**src/hdl/mcc_pkg.sv**
```systemverilog
// Constants, register map and state codes of the main clock controller
//==================================================================
// What this block does
// - Clock-out select bit 7 drives core clock on pin; cleared leaves pin free
// - Clock-out is suspended during active halt even when selected
// - Slow divider bits 6:5 give oscillator clock divided by 2, 4, 8, 16
// - Slow divider acts only in slow mode; normal mode is undivided
// - Slow-mode bit 4 low gives undivided clock, high applies slow divider
// - Time base bits 3:2 give periods of 16000, 32000, 80000, 200000 cycles
// - A new time base applies only after the running period ends
// - Timeout flag bit 0 sets at period end; a status read clears it unless a period ends in the same cycle
// - Interrupt enable bit 1 passes each timeout as interrupt request
// - With interrupt enabled, halt enters active halt; timeout wakes device
// - Tone bits 1:0 select off, about 2 kHz, 1 kHz, 500 Hz, half duty
// - Tone keeps running in active halt
// - Full halt freezes time base and registers until a wake interrupt
`default_nettype none
package mcc_pkg;
  // Register indices; byte address is four times the index
  localparam logic [7:0] MCC_CSR_IDX      = 8'h2C;
  localparam logic [7:0] MCC_TONE_IDX     = 8'h2D;
  localparam logic [7:0] MCC_CSR_ADDR     = 8'hB0;
  localparam logic [7:0] MCC_TONE_ADDR    = 8'hB4;
  localparam logic [7:0] MCC_CSR_RESET    = 8'h00;
  localparam logic [7:0] MCC_TONE_RESET   = 8'h00;

  // Field positions of the control/status and tone registers
  localparam int MCC_CLKOUT_BIT  = 7;
  localparam int MCC_DIV_HI      = 6;
  localparam int MCC_DIV_LO      = 5;
  localparam int MCC_SLOW_BIT    = 4;
  localparam int MCC_TB_HI       = 3;
  localparam int MCC_TB_LO       = 2;
  localparam int MCC_IRQEN_BIT   = 1;
  localparam int MCC_FLAG_BIT    = 0;
  localparam int MCC_TONE_HI     = 1;
  localparam int MCC_TONE_LO     = 0;

  // Time base periods in oscillator cycles
  localparam int MCC_TB_PERIOD0  = 16000;
  localparam int MCC_TB_PERIOD1  = 32000;
  localparam int MCC_TB_PERIOD2  = 80000;
  localparam int MCC_TB_PERIOD3  = 200000;
  localparam int MCC_TB_WIDTH    = 18;

  // Tone half periods in oscillator cycles, for an 8 MHz oscillator
  localparam int MCC_TONE_HALF1  = 2000;
  localparam int MCC_TONE_HALF2  = 4000;
  localparam int MCC_TONE_HALF3  = 8000;
  localparam int MCC_TONE_WIDTH  = 13;

  localparam int MCC_PRE_WIDTH   = 4;

  typedef enum logic [1:0] {
    MCC_RUN   = 2'b00,
    MCC_AHALT = 2'b01,
    MCC_FHALT = 2'b10
  } mcc_state_t;
endpackage
`default_nettype wire

```
**src/hdl/mcc_cnt.sv**
```systemverilog
// Free-running wrap counter used for the prescaler, time base and tone
`timescale 1ns/1ps
`default_nettype none
module mcc_cnt #(
  parameter int WIDTH = 8
) (
  input  wire logic             clk,
  input  wire logic             rst_n,
  input  wire logic             clear,
  input  wire logic             run,
  input  wire logic [WIDTH-1:0] top,
  output logic      [WIDTH-1:0] count,
  output logic                  wrap
);
  logic [WIDTH-1:0] count_nxt;

  assign wrap      = run && (count >= top);
  assign count_nxt = clear ? '0 : wrap ? '0 : run ? count + 1'b1 : count;

  always_ff @(posedge clk or negedge rst_n)
  begin
    if (!rst_n)
      count <= '0;
    else
      count <= count_nxt;
  end
endmodule
`default_nettype wire

```
**src/hdl/mcc_top.sv**
```systemverilog
// Main clock controller: prescaler, clock-out, time base and tone, APB slave
`timescale 1ns/1ps
`default_nettype none
module mcc_top
  import mcc_pkg::*;
#(
  parameter int TB_PERIOD0 = MCC_TB_PERIOD0,
  parameter int TB_PERIOD1 = MCC_TB_PERIOD1,
  parameter int TB_PERIOD2 = MCC_TB_PERIOD2,
  parameter int TB_PERIOD3 = MCC_TB_PERIOD3,
  parameter int TONE_HALF1 = MCC_TONE_HALF1,
  parameter int TONE_HALF2 = MCC_TONE_HALF2,
  parameter int TONE_HALF3 = MCC_TONE_HALF3
) (
  input  wire logic        clk,
  input  wire logic        rst_n,
  input  wire logic        psel,
  input  wire logic        penable,
  input  wire logic        pwrite,
  input  wire logic [7:0]  paddr,
  input  wire logic [31:0] pwdata,
  output logic      [31:0] prdata,
  output logic             pready,
  output logic             pslverr,
  input  wire logic        halt_cmd,
  input  wire logic        halt_wake,
  output logic             core_clk_en,
  output logic             clock_out_pin,
  output logic             clock_out_oe,
  output logic             tone_pin,
  output logic             tone_oe,
  output logic             tick_irq,
  output logic             active_halt,
  output logic             full_halt
);
  //==================================================================
  // Registers and state
  mcc_state_t                state_r;
  mcc_state_t                state_nxt;
  logic                      clock_out_select_r;
  logic [1:0]                slow_divider_select_r;
  logic                      slow_mode_select_r;
  logic [1:0]                time_base_select_r;
  logic [1:0]                tb_cur_r;
  logic                      tick_irq_enable_r;
  logic                      tick_timeout_flag_r;
  logic                      flag_nxt;
  logic [1:0]                tone_select_r;

  //==================================================================
  // APB decode
  wire                       setup_ph   = psel && !penable;
  wire                       access_ok  = psel && penable && pready;
  wire                       hit_csr    = (paddr == MCC_CSR_ADDR);
  wire                       hit_tone   = (paddr == MCC_TONE_ADDR);
  wire                       hit_any    = hit_csr || hit_tone;
  wire                       running    = (state_r == MCC_RUN);
  // Halt modes freeze the registers; the core issues no access there
  wire                       wr_en      = access_ok && pwrite && running;
  wire                       wr_csr     = wr_en && hit_csr;
  wire                       wr_tone    = wr_en && hit_tone;
  wire                       rd_csr     = access_ok && !pwrite && hit_csr && running;

  wire [7:0]                 csr_view   = {clock_out_select_r, slow_divider_select_r,
                                           slow_mode_select_r, time_base_select_r,
                                           tick_irq_enable_r, tick_timeout_flag_r};
  wire [7:0]                 tone_view  = {6'h00, tone_select_r};
  wire [7:0]                 rd_byte    = hit_csr ? csr_view : hit_tone ? tone_view : 8'h00;

  always_ff @(posedge clk or negedge rst_n)
  begin
    if (!rst_n)
    begin
      pready  <= 1'b0;
      pslverr <= 1'b0;
      prdata  <= 32'h0000_0000;
    end
    else
    begin
      pready  <= setup_ph;
      pslverr <= setup_ph && !hit_any;
      prdata  <= setup_ph ? {24'h00_0000, rd_byte} : 32'h0000_0000;
    end
  end

  //==================================================================
  // Register file
  always_ff @(posedge clk or negedge rst_n)
  begin
    if (!rst_n)
    begin
      clock_out_select_r    <= MCC_CSR_RESET[MCC_CLKOUT_BIT];
      slow_divider_select_r <= MCC_CSR_RESET[MCC_DIV_HI:MCC_DIV_LO];
      slow_mode_select_r    <= MCC_CSR_RESET[MCC_SLOW_BIT];
      time_base_select_r    <= MCC_CSR_RESET[MCC_TB_HI:MCC_TB_LO];
      tick_irq_enable_r     <= MCC_CSR_RESET[MCC_IRQEN_BIT];
      tone_select_r         <= MCC_TONE_RESET[MCC_TONE_HI:MCC_TONE_LO];
    end
    else
    begin
      if (wr_csr)
      begin
        clock_out_select_r    <= pwdata[MCC_CLKOUT_BIT];
        slow_divider_select_r <= pwdata[MCC_DIV_HI:MCC_DIV_LO];
        slow_mode_select_r    <= pwdata[MCC_SLOW_BIT];
        time_base_select_r    <= pwdata[MCC_TB_HI:MCC_TB_LO];
        tick_irq_enable_r     <= pwdata[MCC_IRQEN_BIT];
      end
      // Reserved tone bits are not stored and read back as zero
      if (wr_tone)
        tone_select_r <= pwdata[MCC_TONE_HI:MCC_TONE_LO];
    end
  end

  //==================================================================
  // Halt sequencing
  wire                       tb_wrap;
  wire                       tb_run     = (state_r != MCC_FHALT);
  wire                       wake_irq   = tb_wrap && tick_irq_enable_r;

  always_comb
  begin
    state_nxt = state_r;
    case (state_r)
      MCC_RUN:
        if (halt_cmd)
          state_nxt = tick_irq_enable_r ? MCC_AHALT : MCC_FHALT;
      MCC_AHALT:
        if (wake_irq || halt_wake)
          state_nxt = MCC_RUN;
      MCC_FHALT:
        if (halt_wake)
          state_nxt = MCC_RUN;
      default:
        state_nxt = MCC_RUN;
    endcase
  end

  always_ff @(posedge clk or negedge rst_n)
  begin
    if (!rst_n)
    begin
      state_r     <= MCC_RUN;
      active_halt <= 1'b0;
      full_halt   <= 1'b0;
    end
    else
    begin
      state_r     <= state_nxt;
      active_halt <= (state_nxt == MCC_AHALT);
      full_halt   <= (state_nxt == MCC_FHALT);
    end
  end

  //==================================================================
  // Time base
  logic [MCC_TB_WIDTH-1:0]   tb_top;
  logic [MCC_TB_WIDTH-1:0]   tb_count;

  always_comb
  begin
    case (tb_cur_r)
      2'b00:   tb_top = MCC_TB_WIDTH'(TB_PERIOD0 - 1);
      2'b01:   tb_top = MCC_TB_WIDTH'(TB_PERIOD1 - 1);
      2'b10:   tb_top = MCC_TB_WIDTH'(TB_PERIOD2 - 1);
      default: tb_top = MCC_TB_WIDTH'(TB_PERIOD3 - 1);
    endcase
  end

  mcc_cnt #(
    .WIDTH (MCC_TB_WIDTH)
  ) u_tb_cnt (
    .clk   (clk),
    .rst_n (rst_n),
    .clear (1'b0),
    .run   (tb_run),
    .top   (tb_top),
    .count (tb_count),
    .wrap  (tb_wrap)
  );

  // Set beats the read clear so a timeout never vanishes unseen
  assign flag_nxt = tb_wrap ? 1'b1 : rd_csr ? 1'b0 : tick_timeout_flag_r;

  always_ff @(posedge clk or negedge rst_n)
  begin
    if (!rst_n)
    begin
      tb_cur_r            <= 2'b00;
      tick_timeout_flag_r <= 1'b0;
      tick_irq            <= 1'b0;
    end
    else
    begin
      if (tb_wrap)
        tb_cur_r <= time_base_select_r;
      tick_timeout_flag_r <= flag_nxt;
      tick_irq            <= flag_nxt && (wr_csr ? pwdata[MCC_IRQEN_BIT]
                                                 : tick_irq_enable_r);
    end
  end

  //==================================================================
  // Core clock prescaler, expressed as a clock enable
  logic [MCC_PRE_WIDTH-1:0]  pre_top;
  logic [MCC_PRE_WIDTH-1:0]  pre_count;
  wire                       pre_wrap;

  always_comb
  begin
    case (slow_divider_select_r)
      2'b00:   pre_top = 4'h1;
      2'b01:   pre_top = 4'h3;
      2'b10:   pre_top = 4'h7;
      default: pre_top = 4'hF;
    endcase
  end

  mcc_cnt #(
    .WIDTH (MCC_PRE_WIDTH)
  ) u_pre_cnt (
    .clk   (clk),
    .rst_n (rst_n),
    .clear (!slow_mode_select_r || !running),
    .run   (slow_mode_select_r && running),
    .top   (pre_top),
    .count (pre_count),
    .wrap  (pre_wrap)
  );

  // Core clock stops in both halt modes
  wire                       core_en_nxt = running && (!slow_mode_select_r || pre_wrap);

  always_ff @(posedge clk or negedge rst_n)
  begin
    if (!rst_n)
    begin
      core_clk_en   <= 1'b0;
      clock_out_pin <= 1'b0;
      clock_out_oe  <= 1'b0;
    end
    else
    begin
      core_clk_en   <= core_en_nxt;
      // Suspended in active halt to save power; enable stays with the bit
      clock_out_pin <= clock_out_select_r && core_en_nxt;
      clock_out_oe  <= clock_out_select_r;
    end
  end

  //==================================================================
  // Tone generator
  logic [MCC_TONE_WIDTH-1:0] tone_top;
  logic [MCC_TONE_WIDTH-1:0] tone_count;
  wire                       tone_wrap;
  wire                       tone_on  = (tone_select_r != 2'b00);
  // Runs in active halt; only full halt freezes it
  wire                       tone_run = tone_on && tb_run;

  always_comb
  begin
    case (tone_select_r)
      2'b01:   tone_top = MCC_TONE_WIDTH'(TONE_HALF1 - 1);
      2'b10:   tone_top = MCC_TONE_WIDTH'(TONE_HALF2 - 1);
      default: tone_top = MCC_TONE_WIDTH'(TONE_HALF3 - 1);
    endcase
  end

  mcc_cnt #(
    .WIDTH (MCC_TONE_WIDTH)
  ) u_tone_cnt (
    .clk   (clk),
    .rst_n (rst_n),
    .clear (!tone_on),
    .run   (tone_run),
    .top   (tone_top),
    .count (tone_count),
    .wrap  (tone_wrap)
  );

  always_ff @(posedge clk or negedge rst_n)
  begin
    if (!rst_n)
    begin
      tone_pin <= 1'b0;
      tone_oe  <= 1'b0;
    end
    else
    begin
      tone_pin <= tone_on && (tone_wrap ? !tone_pin : tone_pin);
      tone_oe  <= tone_on;
    end
  end
endmodule
`default_nettype wire

```
**config.mk**
```make
export PLATFORM = sky130hd
export DESIGN_NAME = mcc_top
export DESIGN_NICKNAME = d
export VERILOG_FILES = /design/src/hdl/mcc_pkg.sv /design/src/hdl/mcc_cnt.sv /design/src/hdl/mcc_top.sv
export SDC_FILE = /design/constraint.sdc
export NUM_CORES = 1
export LEC_CHECK = 0
export BUFFER_PORTS_ARGS = -buffer_cell sky130_fd_sc_hd__buf_2
export CORE_ASPECT_RATIO = 1.1
export CORE_MARGIN = 2
export CORE_UTILIZATION = 54
export CTS_BUF_LIST = sky130_fd_sc_hd__clkbuf_16
export CTS_CLUSTER_DIAMETER = 50
export DETAILED_ROUTE_END_ITERATION = 16
export PLACE_DENSITY = 0.81
export SLEW_MARGIN = 40
export SYNTH_ARGS = -nofsm -noshare
export SYNTH_HDL_FRONTEND = slang
export SYNTH_SLANG_ARGS = --single-unit
```
**constraint.sdc**
```tcl
create_clock -name clk -period 2.8 [get_ports clk]
set_input_delay 0.42 -clock clk [delete_from_list [all_inputs] [get_ports clk]]
set_output_delay 0.42 -clock clk [all_outputs]
set_load 0.01 [all_outputs]
```
==> reports/metrics.csv <==
stage,metric,value,unit
outcome,outcome,"finished, final reports clean",
route,vias per inst,5.477,
place,gpl congestion,0.8880,
finish,Fill cells,535,
pwr,PwrDens,623.7,nW/µm²
clocking,CTS tree,done,
place,port bufs,40,
grt,initial antenna violation count,0,
route,Initial DRC Count,136,
route,routed wire length per instance,14.38,µm
grt,first-pass GRT wire length,12.36,mm
setup_path,max incr delay on CP,650,ps
clocking,clock slew at reported path FFs,60,ps
logic_synthesis,synthesized instance count,373,
floorplan,Top Ports,89,
route,Residual DRC,0,
floorplan,Die Y,90.27,µm
route,DRT antenna net count,0,
pwr,VDD IR max,0.0004635,V
setup_path,Worst EP arrival,2860,ps
logic_synthesis,"top cells by count, synth","dfrtp_1, nor2_1, nand2_1",
sta,RSZ-0062 raised after global routing,no,
logic_synthesis,post-synthesis async set-or-reset flop share,100.0,%
logic_synthesis,"Seq/Total Area, Yosys",45.89,%
sta,max_slew headroom,49.84,%
clocking,Skew-Pair Late Insertion Delay,330,ps
clocking,root buf cell,clkbuf_16,
finish,Layout area overhead,13.29,%
sta,TNS Setup,0,ps
clocking,TritonCTS Buffers,9,
floorplan,die footprint,7441,µm²
finish,nets,484,
floorplan,initial core utilization,55.74,%
finish,"Design Area, Final",4139,µm²
pwr,power consumption,2.581,mW
logic_synthesis,Yosys top cell area share,45.89,%
finish,final core occ,63.14,%
sta,Slew @ Worst Pin,752.4,ps
floorplan,core area,6555,µm²
logic_synthesis,Synth area leader,dfrtp_1,
setup_path,Crit. End Element,flop,
sta,post-layout min period,2651,ps
logic_synthesis,"count leader, synth",dfrtp_1,
sta,final setup fails,0,
sta,Final Cycle Share,94.67,%
route,drt first pass iters,5,
grt,grt ovf,0,
floorplan,die width,82.43,µm
finish,n_diodes,0,
setup_path,crit path cell chain,inv_1 -> ha_1 -> inv_1 -> ha_1 -> o2111ai_1 -> o31ai_4 -> buf_4 -> nor3b_1 -> o21ai_1 -> o31ai_1,
logic_synthesis,Post-synth EDFFs,0,
route,vias after detailed routing,2755,
sta,Pins Over Slew Limit,0,
place,DP HPWL,4.960,mm
clocking,H-tree depth reported by CTS,3,
logic_synthesis,Syn. warnings,0,
route,Routed Wire Length,7.235,mm
logic_synthesis,count of different cell masters after synthesis,57,
clocking,CTS max path bufs,2,
setup_path,Worst path slowest cell,o31ai_4,
clocking,CTS sink cnt,67,
setup_path,crit path max fanout,16,
sta,Final Hold Violating Endpoints,0,
sta,max frequency,377.2,MHz
finish,ratio of cells with drive above 1 in the final layout,18.53,%
min_path,hold crit path type,in2async,
place,DP Area,3837,µm²
logic_synthesis,Synth Register Bits,67,
logic_synthesis,syn avg cell area,9.795,µm²
setup_path,Worst setup SP type,flop,
sta,skew final,6.574,ps
setup_path,CP Class,reg2reg,
flow_run,Max-cap violations,0,
floorplan,Rows,31,
grt,Total Routing Usage GR,21.47,%
logic_synthesis,synth top area cells,"dfrtp_1, ha_1, buf_4",
pwr,leakage,2.037,nW
grt,vias in the first global route,2640,
sta,hold slack,170.7,ps
logic_synthesis,"Cell Area, Synth",3654,µm²
grt,largest net degree at the start of global routing,68,
logic_synthesis,ys flop type,dfrtp_1,
setup_path,WP data required,3000,ps
## per-layer routing
metal	share of wire (%)	up-vias	track usage, %
li1	-	1342	-
met1	43	1332	28.70
met2	51	69	34.41
met3	4.7	12	4.800
met4	1.3	0	6.667
met5	0	-	0
## layout by cell type (no fill, tap or decap), types with 4 or more instances in the layout
master	instances
nor3_1	7
buf_2	40
a21oi_1	18
o21ai_0	15
mux2_2	8
dfrtp_1	67
clkbuf_16	9
nand3b_1	4
ha_1	21
or3_1	4
and2_1	7
conb_1	24
nor2_1	40
buf_4	5
and3_1	12
xnor2_1	7
inv_1	8
nand3_1	18
nor2b_1	6
xor2_1	9
nand2_1	30
o21ai_1	4
## cell type report
class                      count  area (µm²)  share of cell area, %
clock inverter                 7       45.04                  1.088
inverter                       8       30.03                 0.7255
sequential                    67        1677                  40.51
clock buffer                   9       225.2                  5.441
timing repair buffer          46       249.0                  6.016
multi-input combinational    284        1810                  43.74
tap                           82       102.6                  2.479
## flip-flops by register name (all words and copies together) (netlist names), 2 cells and up
signal,flops
u_tb_cnt.count,18
u_pre_cnt.count,4
u_tone_cnt.count,13
prdata,8
time_base_select_r,2
slow_divider_select_r,2
tb_cur_r,2
state_r,2
tone_select_r,2
## power breakdown
| part | internal [mW] | switching, mW | total [mW] |
|---|---|---|---|
| combinational | 0.170 | 0.220 | 0.389 |
| sequential | 1.06 | 0.116 | 1.18 |
| clock | 0.593 | 0.422 | 1.02 |
## cells by family after synthesis
| group | synth area share [%] |
|---|---|
| adders and majority gates | 7.192 |
| DFF | 45.89 |
| AOI/OAI and AO/OA | 10.99 |
| muxes | 3.322 |
| xor gates and xnor gates | 3.836 |
| and+or+nand+nor | 21.20 |
| other | 0.1026 |
| buffers and inverters | 7.466 |
## timing repair
item,CTS,global route
endpoints found under the setup margin,0,3
resized for setup,0,2
hold buffers,0,0
setup buffers,0,1
## critical path: cells and delay by family (launching register included)
| family | cells | cell delay, ps |
|---|---|---|
| AOI/OAI and AO/OA | 4 | 1110 |
| buffers and inverters | 3 | 380 |
| and+or+nand+nor | 1 | 50 |
| DFF | 1 | 380 |
| adders and majority gates | 2 | 610 |
## stage by stage
stage | worst slack (ps) | std cells
after CTS | 67.14 | 502
final | 149.2 | 503
after global placement | 229.8 | 486
after floorplan | 487.0 | 396
after global routing | 13.98 | 503
after detailed placement | 139.3 | 486
## worst paths after layout
path	startpoint	slack, ps	cells past startpoint	endpoint
worst max register to register	tone_select_r[0]$_DFFE_PN0P_	150	10	u_tone_cnt.count[9]$_DFFE_PN0P_
worst min-delay path	rst_n	170	2	u_tb_cnt.count[11]$_DFFE_PN0P_
worst min register to register	clock_out_select_r$_DFFE_PN0P_	430	0	clock_out_oe$_DFF_PN0_
min in group clk	penable	270	2	pready$_DFF_PN0_
worst max-delay path	tone_select_r[0]$_DFFE_PN0P_	150	10	u_tone_cnt.count[9]$_DFFE_PN0P_
max in group asynchronous	rst_n	2200	2	u_tb_cnt.count[17]$_DFFE_PN0P_
(Power assumes the default switching activity.)
